File: src/hdl/resp_pace_pkg.sv
// Purpose: shared constants for the respiration and pace control register bank
// Assumes: 100 MHz core clock, 32-bit classic Wishbone register port
// Notes:   register offsets are word indices; byte address is four times the index
package resp_pace_pkg;

	// ---------------------------------------------------------------
	// register map
	// ---------------------------------------------------------------
	localparam logic [5:0]  RESP_CTL_IDX      = 6'h03;
	localparam logic [5:0]  PACE_CTL_IDX      = 6'h04;
	localparam int          REG_W             = 24;
	localparam logic [23:0] RESP_CTL_RST      = 24'h000000;
	localparam logic [23:0] PACE_CTL_RST      = 24'h000f88;
	localparam logic [23:0] RESP_CTL_WMASK    = 24'h01ffff; // bits 23:17 reserved
	localparam logic [23:0] PACE_CTL_WMASK    = 24'h000fff; // bits 23:12 reserved

	// ---------------------------------------------------------------
	// respiration field positions
	// ---------------------------------------------------------------
	localparam int RESP_EN_BIT        = 0;
	localparam int RESP_FREQ_LSB      = 1;
	localparam int RESP_PERIODIC_BIT  = 16;

	// ---------------------------------------------------------------
	// pace field positions
	// ---------------------------------------------------------------
	localparam int PACE_EN_LSB        = 0;
	localparam int CHAN1_SEL_LSB      = 3;
	localparam int CHAN2_SEL_LSB      = 5;
	localparam int CHAN3_SEL_LSB      = 7;
	localparam int VAL_FILT1_BIT      = 9;
	localparam int VAL_FILT2_BIT      = 10;
	localparam int WIDTH_FILT_BIT     = 11;

	// ---------------------------------------------------------------
	// lead selector codes
	// ---------------------------------------------------------------
	typedef enum logic [1:0] {
		LEAD_I   = 2'h0,
		LEAD_II  = 2'h1,
		LEAD_III = 2'h2,
		LEAD_AVF = 2'h3
	} lead_sel_t;

	// ---------------------------------------------------------------
	// carrier timing: frequencies in Hz, half periods in clock cycles
	// ---------------------------------------------------------------
	localparam int CLK_HZ             = 100_000_000;
	localparam int HP_W               = 12;
	localparam int FREQ_N0_HZ         = 56000;
	localparam int FREQ_N1_HZ         = 54000;
	localparam int FREQ_N2_HZ         = 52000;
	localparam int FREQ_N3_HZ         = 50000;
	localparam int FREQ_P0_HZ         = 64000;
	localparam int FREQ_P1_HZ         = 56900;
	localparam int FREQ_P2_HZ         = 51200;
	localparam int FREQ_P3_HZ         = 46500;
	localparam logic [HP_W-1:0] HP_N0 = HP_W'(CLK_HZ / (2 * FREQ_N0_HZ));
	localparam logic [HP_W-1:0] HP_N1 = HP_W'(CLK_HZ / (2 * FREQ_N1_HZ));
	localparam logic [HP_W-1:0] HP_N2 = HP_W'(CLK_HZ / (2 * FREQ_N2_HZ));
	localparam logic [HP_W-1:0] HP_N3 = HP_W'(CLK_HZ / (2 * FREQ_N3_HZ));
	localparam logic [HP_W-1:0] HP_P0 = HP_W'(CLK_HZ / (2 * FREQ_P0_HZ));
	localparam logic [HP_W-1:0] HP_P1 = HP_W'(CLK_HZ / (2 * FREQ_P1_HZ));
	localparam logic [HP_W-1:0] HP_P2 = HP_W'(CLK_HZ / (2 * FREQ_P2_HZ));
	localparam logic [HP_W-1:0] HP_P3 = HP_W'(CLK_HZ / (2 * FREQ_P3_HZ));

endpackage : resp_pace_pkg

File: src/hdl/carrier_if.sv
// Purpose: carrier settings from the register bank to the carrier generator
// Assumes: one clock domain
// Notes:   carrier output comes back from the generator flop
`timescale 1ns/100ps
interface carrier_if;
	logic [1:0] freq_code;
	logic       periodic;
	logic       enable;
	logic       carrier;

	modport ctrl (output freq_code, output periodic, output enable, input carrier);
	modport gen  (input freq_code, input periodic, input enable, output carrier);
endinterface : carrier_if

File: src/hdl/resp_carrier_gen.sv
// Purpose: respiration carrier square wave from the frequency code
// Assumes: settings come from registers on the same clock
// Notes:   idle low while respiration is disabled
`timescale 1ns/100ps
module resp_carrier_gen
	import resp_pace_pkg::*;
(
	// clock and reset
	input  wire logic clk,
	input  wire logic arst_n,
	// settings and carrier
	carrier_if.gen    cif
);

	// ---------------------------------------------------------------
	// half period lookup
	// ---------------------------------------------------------------
	function automatic logic [HP_W-1:0] half_period(input logic [1:0] code, input logic per);
		logic [HP_W-1:0] hp;
		hp = HP_N0;
		unique case ({per, code})
			3'h0: hp = HP_N0;
			3'h1: hp = HP_N1;
			3'h2: hp = HP_N2;
			3'h3: hp = HP_N3;
			3'h4: hp = HP_P0;
			3'h5: hp = HP_P1;
			3'h6: hp = HP_P2;
			3'h7: hp = HP_P3;
		endcase
		return hp;
	endfunction : half_period

	// elaboration check: a zero half period cannot be counted
	if (HP_P0 < HP_W'(1) || HP_N0 < HP_W'(1)) begin : g_hp_check
		$error("carrier half period below one clock cycle");
	end

	logic [HP_W-1:0] cnt_q;
	logic [HP_W-1:0] cnt_d;
	logic            car_q;
	logic            car_d;
	wire  [HP_W-1:0] hp_now = half_period(cif.freq_code, cif.periodic);
	wire             wrap   = (cnt_q >= hp_now - HP_W'(1));

	// count half periods, stopped and low when disabled
	assign cnt_d = !cif.enable ? '0 : (wrap ? '0 : cnt_q + HP_W'(1));
	assign car_d = !cif.enable ? 1'b0 : (wrap ? ~car_q : car_q);
	assign cif.carrier = car_q;

	// counter and carrier flops
	always_ff @(posedge clk or negedge arst_n) begin
		if (!arst_n) begin
			cnt_q <= '0;
			car_q <= 1'b0;
		end else begin
			cnt_q <= cnt_d;
			car_q <= car_d;
		end
	end

endmodule : resp_carrier_gen

File: src/hdl/resp_pace_regs.sv
// Purpose: respiration and pace control register bank on classic Wishbone
// Assumes: single clock, asynchronous active-low reset, 32-bit data
// Notes:   one-cycle ack; unmapped addresses ack with zero data
//
// Contract
// - carrier frequency from code and periodic mode
// - respiration runs only while enable bit set
// - respiration control resets to all zero
// - bit 11 switches pulse-width filter, resets one
// - bit 10 switches validation filter two, resets one
// - bit 9 switches validation filter one, resets one
// - three two-bit lead selectors, reset 11,00,01
// - bits 2..0 enable channels three..one, reset zero
// - bit 16 selects periodic carrier waveform
// - pace control at index 4, reset 0x000f88
`timescale 1ns/100ps
module resp_pace_regs
	import resp_pace_pkg::*;
(
	// clock and reset
	input  wire logic        CORE_CLK,
	input  wire logic        ARST_N,
	// wishbone slave
	input  wire logic        WB_CYC_I,
	input  wire logic        WB_STB_I,
	input  wire logic        WB_WE_I,
	input  wire logic [7:0]  WB_ADR_I,
	input  wire logic [3:0]  WB_SEL_I,
	input  wire logic [31:0] WB_DAT_I,
	output logic      [31:0] WB_DAT_O,
	output logic             WB_ACK_O,
	// respiration controls
	output logic             RESP_ENABLE,
	output logic      [1:0]  RESP_FREQ_CODE,
	output logic             RESP_PERIODIC,
	output logic             RESP_CARRIER,
	// pace controls
	output logic      [2:0]  PACE_DETECT_EN,
	output logic      [1:0]  CHAN1_LEAD_SELECT,
	output logic      [1:0]  CHAN2_LEAD_SELECT,
	output logic      [1:0]  CHAN3_LEAD_SELECT,
	output logic             PULSE_WIDTH_FILTER_EN,
	output logic             VALIDATION_FILTER1_EN,
	output logic             VALIDATION_FILTER2_EN
);

	// ---------------------------------------------------------------
	// bus decode
	// ---------------------------------------------------------------
	function automatic logic [23:0] merge(input logic [23:0] old, input logic [31:0] wdat,
		input logic [3:0] sel, input logic [23:0] wmask);
		logic [23:0] res;
		res = old;
		for (int b = 0; b < 3; b++) begin
			if (sel[b])
				res[b*8 +: 8] = wdat[b*8 +: 8];
		end
		return res & wmask;
	endfunction : merge

	logic [23:0] resp_ctl_q;
	logic [23:0] pace_ctl_q;
	logic [23:0] resp_ctl_d;
	logic [23:0] pace_ctl_d;
	logic        ack_q;
	logic [31:0] rdat_q;
	logic [31:0] rdat_d;

	wire       req       = WB_CYC_I & WB_STB_I & ~ack_q;
	wire [5:0] idx       = WB_ADR_I[7:2];
	wire       hit_resp  = (idx == RESP_CTL_IDX);
	wire       hit_pace  = (idx == PACE_CTL_IDX);
	wire       wr_resp   = req & WB_WE_I & hit_resp;
	wire       wr_pace   = req & WB_WE_I & hit_pace;

	// next register values; reserved bits forced to zero
	assign resp_ctl_d = wr_resp ? merge(resp_ctl_q, WB_DAT_I, WB_SEL_I, RESP_CTL_WMASK)
		: resp_ctl_q;
	assign pace_ctl_d = wr_pace ? merge(pace_ctl_q, WB_DAT_I, WB_SEL_I, PACE_CTL_WMASK)
		: pace_ctl_q;

	// read mux, zero for unmapped or write
	assign rdat_d = !(req & ~WB_WE_I) ? 32'h0000_0000 :
		hit_resp ? {8'h00, resp_ctl_q} :
		hit_pace ? {8'h00, pace_ctl_q} : 32'h0000_0000;

	// ---------------------------------------------------------------
	// registers
	// ---------------------------------------------------------------
	always_ff @(posedge CORE_CLK or negedge ARST_N) begin
		if (!ARST_N) begin
			resp_ctl_q <= RESP_CTL_RST;
			pace_ctl_q <= PACE_CTL_RST;
		end else begin
			resp_ctl_q <= resp_ctl_d;
			pace_ctl_q <= pace_ctl_d;
		end
	end

	// bus answer, one cycle ack
	always_ff @(posedge CORE_CLK or negedge ARST_N) begin
		if (!ARST_N) begin
			ack_q  <= 1'b0;
			rdat_q <= 32'h0000_0000;
		end else begin
			ack_q  <= req;
			rdat_q <= rdat_d;
		end
	end

	assign WB_ACK_O = ack_q;
	assign WB_DAT_O = rdat_q;

	// ---------------------------------------------------------------
	// field outputs straight from register flops
	// ---------------------------------------------------------------
	assign RESP_ENABLE           = resp_ctl_q[RESP_EN_BIT];
	assign RESP_FREQ_CODE        = resp_ctl_q[RESP_FREQ_LSB +: 2];
	assign RESP_PERIODIC         = resp_ctl_q[RESP_PERIODIC_BIT];
	assign PACE_DETECT_EN        = pace_ctl_q[PACE_EN_LSB +: 3];
	assign CHAN1_LEAD_SELECT     = pace_ctl_q[CHAN1_SEL_LSB +: 2];
	assign CHAN2_LEAD_SELECT     = pace_ctl_q[CHAN2_SEL_LSB +: 2];
	assign CHAN3_LEAD_SELECT     = pace_ctl_q[CHAN3_SEL_LSB +: 2];
	assign PULSE_WIDTH_FILTER_EN = pace_ctl_q[WIDTH_FILT_BIT];
	assign VALIDATION_FILTER2_EN = pace_ctl_q[VAL_FILT2_BIT];
	assign VALIDATION_FILTER1_EN = pace_ctl_q[VAL_FILT1_BIT];

	// ---------------------------------------------------------------
	// respiration carrier
	// ---------------------------------------------------------------
	carrier_if cif ();

	assign cif.freq_code = resp_ctl_q[RESP_FREQ_LSB +: 2];
	assign cif.periodic  = resp_ctl_q[RESP_PERIODIC_BIT];
	assign cif.enable    = resp_ctl_q[RESP_EN_BIT];
	assign RESP_CARRIER  = cif.carrier;

	resp_carrier_gen u_carrier (
		.clk    (CORE_CLK),
		.arst_n (ARST_N),
		.cif    (cif)
	);

endmodule : resp_pace_regs
File: config.mk
export PLATFORM = sky130hd
export DESIGN_NAME = resp_pace_regs
export DESIGN_NICKNAME = d
export VERILOG_FILES = /design/src/hdl/resp_pace_pkg.sv /design/src/hdl/carrier_if.sv /design/src/hdl/resp_carrier_gen.sv /design/src/hdl/resp_pace_regs.sv
export SDC_FILE = /design/constraint.sdc
export NUM_CORES = 1
export LEC_CHECK = 0
export ABC_AREA = 1
export BUFFER_PORTS_ARGS = -buffer_cell sky130_fd_sc_hd__buf_2
export CORE_MARGIN = 2
export CORE_UTILIZATION = 37
export DETAILED_ROUTE_END_ITERATION = 10
export PLACE_DENSITY_LB_ADDON = 0.1
export SLEW_MARGIN = 20
export SYNTH_ARGS = -nofsm -noshare
export SYNTH_HDL_FRONTEND = slang
export SYNTH_SLANG_ARGS = --single-unit
export TNS_END_PERCENT = 30
File: constraint.sdc
create_clock -name CORE_CLK -period 4.95 [get_ports CORE_CLK]
set_clock_uncertainty 0.05 [all_clocks]
set_input_delay 0.99 -clock CORE_CLK [delete_from_list [all_inputs] [get_ports CORE_CLK]]
set_output_delay 0.99 -clock CORE_CLK [all_outputs]
set_load 0.01 [all_outputs]
==> impl_metrics.toml, run 1 <==
[cells_and_area]
drive_gt1_frac = 0.278
nNetsFinal = 513
seq_area_mm2 = 0.00151
num_antenna_cells = 0
syn2layout_area_growth_pct = 15.7
fin_cells = 557
fillers = 896
multiInputGateArea_mm2 = 0.00151

[timing]
rsz0062_at_grt = "no"
drv_slew = 0
tightest_slew_ns = 0.663
max_freq_mhz = 302
maxSlewHeadroom = 0.558
setup_viol = 0
holdWs_ns = 0.425
finalHoldViolations = 0
finalCritPeriodShare = 0.668
period_minus_slack_ns = 3.31
setup_tns_ns = 0

[drt]
drt_iter0_drc = 106
wire_per_inst_um = 12.3
vias = 2522
drc = 0
firstDrtPassIters = 4
wirelength_mm = 6.86
viasPerCell = 4.53
antenna_left = 0

[global_routing]
grt_pass1_wl_mm = 11.7
grt_usage = 0.152
antenna_found_initial = 0
grt_pass1_vias = 2456
grt-ovfl-total = 0
grt_max_degree = 33

[clocking]
htreeDepth = 3
cts.clk_slew.worst_paths_ns = 0.06
clk_latency_ns = 0.33
cts_resized = 0
numCtsBuffers = 9
hold_buffers = 0
cts_sinks = 60
tritoncts = "yes"
ctsLongestPathBuffers = 2
post_cts_buffers = 0
root_buffer = "clkbuf_8"

[worst_setup_path]
cp.arrival_ns = 3.48
cp.required_ns = 5.12
criticalPathCategory = "reg -> reg"
cp_max_fo = 12
worst_path_max_delay_cell = "dfrtp_1"
crit_buf_inv = 3
cpMostUsedCell = "nand2_1"
path_cells = "inv_1, ha_1, nand2_1, inv_1, nor2_1, ha_1, nor2_1, nand2_1, nand3_1, xor2_1, ha_1, nand2_1, inv_1, nand2_1, a21oi_1, nor2_1, nand2_1, nand2_1, nand2_1"
cp-end-kind = "flop"
crit_path_max_incr_delay_ns = 0.53
reg2reg_slack_ns = 1.64
crit_family = "simple AND/OR/NAND/NOR gates"
start_kind = "flop"

[power]
powerDensity_mw_per_mm2 = 256
p_leak_nw = 1.99
peakVddDrop_mv = 0.141
power_mw = 0.980

[floorplan]
row_count = 34
die_w_um = 98.5
die_area_mm2 = 0.00970
start_util = 0.381
die_y_um = 98.5
ios = 99
core-area_mm2 = 0.00868

[logic_synthesis]
synth_area_leader_cell = "dfrtp_1"
ys_seq_area_frac = 0.457
syn_inst = 377
synthArstFlopShare = 1.00
post_synth_num_cell_types = 31
post-synth-top-area-fraction = 0.409
avgSynthCellArea_um2 = 8.77
ys.flop_type = "dfrtp_1"
yosys-top-cells-count = "nand2_1 (86), dfrtp_1 (54), nor2_1 (42)"
synth-edff-count = 0
synth_area_leaders = "dfrtp_1 (41%), nand2_1 (9.8%), ha_1 (7.6%), o21ai_2 (5.0%), dfstp_2 (4.8%)"
synthMostInstantiatedCell = "nand2_1"
ys_seq_elements = 60
ys_warn_count = 0
synth_area_mm2 = 0.00330

[place]
dp_cells = 541
dpl.hpwl_mm = 5.10
gp_congestion = 0.778
io_buffers = 65

[flow_run]
cap_violations = 0

[outcome]
status = "completed"

[worst_hold_path]
holdCritPathClass = "reg -> reg"
==> final cells by class <==
cell class / count / share of cell area
clock inverters: 2 / 0.00262
flip-flops and latches: 60 / 0.395
multi-input cells: 267 / 0.396
well taps: 108 / 0.0353
clock buffers: 14 / 0.0452
repair buffers: 66 / 0.0870
inverters: 40 / 0.0393
==> sequential cells by signal (all words and copies together) (netlist names) <==
signal	cells
WB_DAT_O	17
resp_ctl_q	17
pace_ctl_q	12
u_carrier.cif.carrier	1
WB_ACK_O	1
u_carrier.cnt_q	12
==> power breakdown <==
part           leakage (nW)  switching, mW  internal [mW]
combinational          1.08         0.0496         0.0251
sequential            0.814        0.00639          0.498
clock                0.0965          0.179          0.221
==> worst register-to-register path, stage by stage (launching register included) <==
cell and delay (ns):
dfrtp_1 0.53, inv_1 0.13, ha_1 0.32, nand2_1 0.08
inv_1 0.04, nor2_1 0.21, ha_1 0.24, nor2_1 0.06
nand2_1 0.07, nand3_1 0.10, xor2_1 0.16, ha_1 0.27
nand2_1 0.06, inv_1 0.05, nand2_1 0.06, a21oi_1 0.06
nor2_1 0.19, nand2_1 0.32, nand2_1 0.14, nand2_1 0.06
==> final timing paths <==
path	from	endpoint	depth (start not counted)
setup reg to reg	resp_ctl_q[1]	u_carrier.cif.carrier	19
max in group asynchronous	ARST_N	pace_ctl_q[7]	2
hold reg to reg	resp_ctl_q[13]	resp_ctl_q[13]	2
hold / removal	resp_ctl_q[13]	resp_ctl_q[13]	2
min in group asynchronous	ARST_N	WB_DAT_O[8]	1
setup / recovery	resp_ctl_q[1]	u_carrier.cif.carrier	19
==> metal layers <==
metal  track usage  vias up  wire length [um]
li1              -     1299                 -
met2         0.242       60              3180
met4        0.0580        0                92
met5             0        -                 0
met1         0.200     1155              3250
met3        0.0397        8               346
==> cell families after synthesis <==
group / count (synthesis) / synth area share
AND/OR/NAND/NOR: 167 / 0.231
flip-flops: 60 / 0.457
adder cells (fa/ha/maj): 20 / 0.0757
buffers and inverters: 64 / 0.101
XOR/XNOR: 11 / 0.0292
AO/OA/AOI/OAI: 53 / 0.104
other: 2 / 0.00227
==> stage by stage <==
step / setup slack, ns / cell area, um2 / utilization
2_1_floorplan: 2.26 / 3360 / -
3_3_place_gp: 1.67 / 3640 / 0.420
3_5_place_dp: 1.66 / 3640 / 0.420
4_1_cts: 1.65 / 3820 / 0.441
5_1_grt: 1.23 / 3820 / 0.441
6_report: 1.64 / 3820 / 0.441
==> placed cells by master (no fill, tap or decap), types with 2 or more instances in the layout <==
| cell type | instances |
|---|---|
| clkinv_2 | 2 |
| o21ai_2 | 19 |
| a21oi_1 | 17 |
| nand2_2 | 7 |
| nor2_1 | 42 |
| o21ai_0 | 14 |
| clkbuf_1 | 2 |
| dfstp_2 | 6 |
| clkbuf_8 | 12 |
| ha_1 | 20 |
| nor3_1 | 3 |
| nand3_1 | 17 |
| buf_2 | 65 |
| dfrtp_1 | 54 |
| conb_1 | 16 |
| nand2_4 | 3 |
| xor2_1 | 10 |
| inv_2 | 3 |
| nand2_1 | 86 |
| nand3b_1 | 2 |
| inv_1 | 37 |
No activity file was read; power rests on OpenSTA's default activity.
==> inputs of run 2 (changes only) <==
Clock period 4.95 ns to 2.9 ns, I/O delays scaled along.
==> impl_metrics.toml, run 2 (same netlist as run 1, synthesis figures left out) <==
[worst_setup_path]
cp-end-kind = "flop"
crit_family = "simple AND/OR/NAND/NOR gates"
path_cells = "inv_2, ha_4, nand2_1, inv_1, nor2_2, buf_4, nand3_2, nand2_2, nand2_1, xor2_1, ha_1, nand2_1, nand2_1, nand2_1, a21oi_1, nor2_1, nand2_2, buf_12, nor2_1"
crit_buf_inv = 4
worst_path_max_delay_cell = "dfrtp_1"
cp_max_fo = 11
crit_path_max_incr_delay_ns = 0.39
cp.arrival_ns = 2.88
endpoint = "u_carrier.cnt_q[9]"
criticalPathCategory = "reg -> reg"
reg2reg_slack_ns = 0.24
cpMostUsedCell = "nand2_1"
crit_start = "resp_ctl_q[1]"
reg2reg_to = "u_carrier.cnt_q[9]"
cp.required_ns = 3.12
worstReg2RegStart = "resp_ctl_q[1]"
cp.depth = 19
worst_r2r_path_depth = 19
start_kind = "flop"

[cells_and_area]
fillers = 908
num_antenna_cells = 0
fin_util = 0.462
drive_gt1_frac = 0.328
layout_common_cells = "nand2_1 (84), buf_2 (65), dfrtp_1 (54)"
multiInputGateArea_mm2 = 0.00156
syn2layout_area_growth_pct = 21.4
final_common_cell = "nand2_1"
nNetsFinal = 525
seq_area_mm2 = 0.00151

[global_routing]
grt-ovfl-total = 0
antenna_found_initial = 0
grt_max_degree = 27
grt_usage = 0.156
grt_pass1_vias = 2532
grt_pass1_wl_mm = 12.0

[clocking]
htreeDepth = 3
cts_sinks = 60
clk_latency_ns = 0.34
cts.clk_slew.worst_paths_ns = 0.07
ctsLongestPathBuffers = 2
tritoncts = "yes"
root_buffer = "clkbuf_8"
numCtsBuffers = 9

[drt]
drt_iter0_drc = 83
wire_per_inst_um = 12.7
antenna_left = 0
viasPerCell = 4.58
drc = 0
vias = 2604
firstDrtPassIters = 4
wirelength_mm = 7.20

[power]
comb_power_share = 0.078
powerDensity_mw_per_mm2 = 459
netSwitchingPower_mw = 0.435
power_mw = 1.84
p_int_mw = 1.41
seqPwrFrac = 0.466
power.clock.fraction = 0.456
swShare = 0.236
p_leak_nw = 2.07
peakVddDrop_mv = 0.228

[place]
dpl.hpwl_mm = 5.35
io_buffers = 65
gp_congestion = 0.791

[timing]
drv_slew = 0
maxSlewHeadroom = 0.646
holdWs_ns = 0.114
tightest_slew_ns = 0.527
setup_viol = 0
finalHoldViolations = 0
period_minus_slack_ns = 2.66
finalCritPeriodShare = 0.917
setup_tns_ns = 0
max_freq_mhz = 376

[floorplan]
row_count = 34
start_util = 0.381
core-area_mm2 = 0.00868
die_w_um = 98.5
die_y_um = 98.5
ios = 99
die_area_mm2 = 0.00970

[worst_hold_path]
holdCritPathClass = "in -> async"

[outcome]
status = "completed"

[flow_run]
cap_violations = 0
[run 2: layout make-up]
cell class	instances	share of cell area
Clock inverter	6	0.0218
Inverter	40	0.0374
Sequential cell	60	0.376
Timing Repair Buffer	78	0.109
Tap cell	108	0.0337
Clock buffer	10	0.0343
Multi-Input combinational cell	267	0.388
[run 2: per-layer routing]
layer  share of wire  global-route usage  vias to the layer above
li1                -                   -                     1320
met1            0.47               0.202                     1224
met2            0.47               0.254                       55
met3           0.048              0.0433                        5
met4          0.0097              0.0527                        0
met5               0                   0                        -
[run 2: repair_timing]
item	in CTS	in global routing
setup endpoints to repair	0	12
buffers inserted	0	1
gates resized for setup	0	13
hold buffers	0	0
[run 2: how the worst min path moves through the flow]
stage / endpoint
floorplan: WB_ACK_O
global placement: resp_ctl_q[12]
detailed placement: resp_ctl_q[15]
CTS: WB_DAT_O[11]
global route: WB_DAT_O[10]
finish: WB_DAT_O[10]
[run 2: through the flow]
stage,setup WS [ns],cell area (um2),instances
floorplan,0.213,3360,391
global placement,0.159,3740,552
detailed placement,0.157,3740,552
CTS,0.131,3960,568
global route,-0.0162,4010,569
finish,0.241,4010,569
[run 2: power groups by stage]
stage	Clock, mW	Sequential, mW	Combinational [mW]
after floorplan	0	0.876	0.0833
after global placement	0	0.874	0.140
after detailed placement	0	0.874	0.141
after CTS	0.860	0.859	0.142
after global routing	0.902	0.860	0.164
final	0.840	0.859	0.143
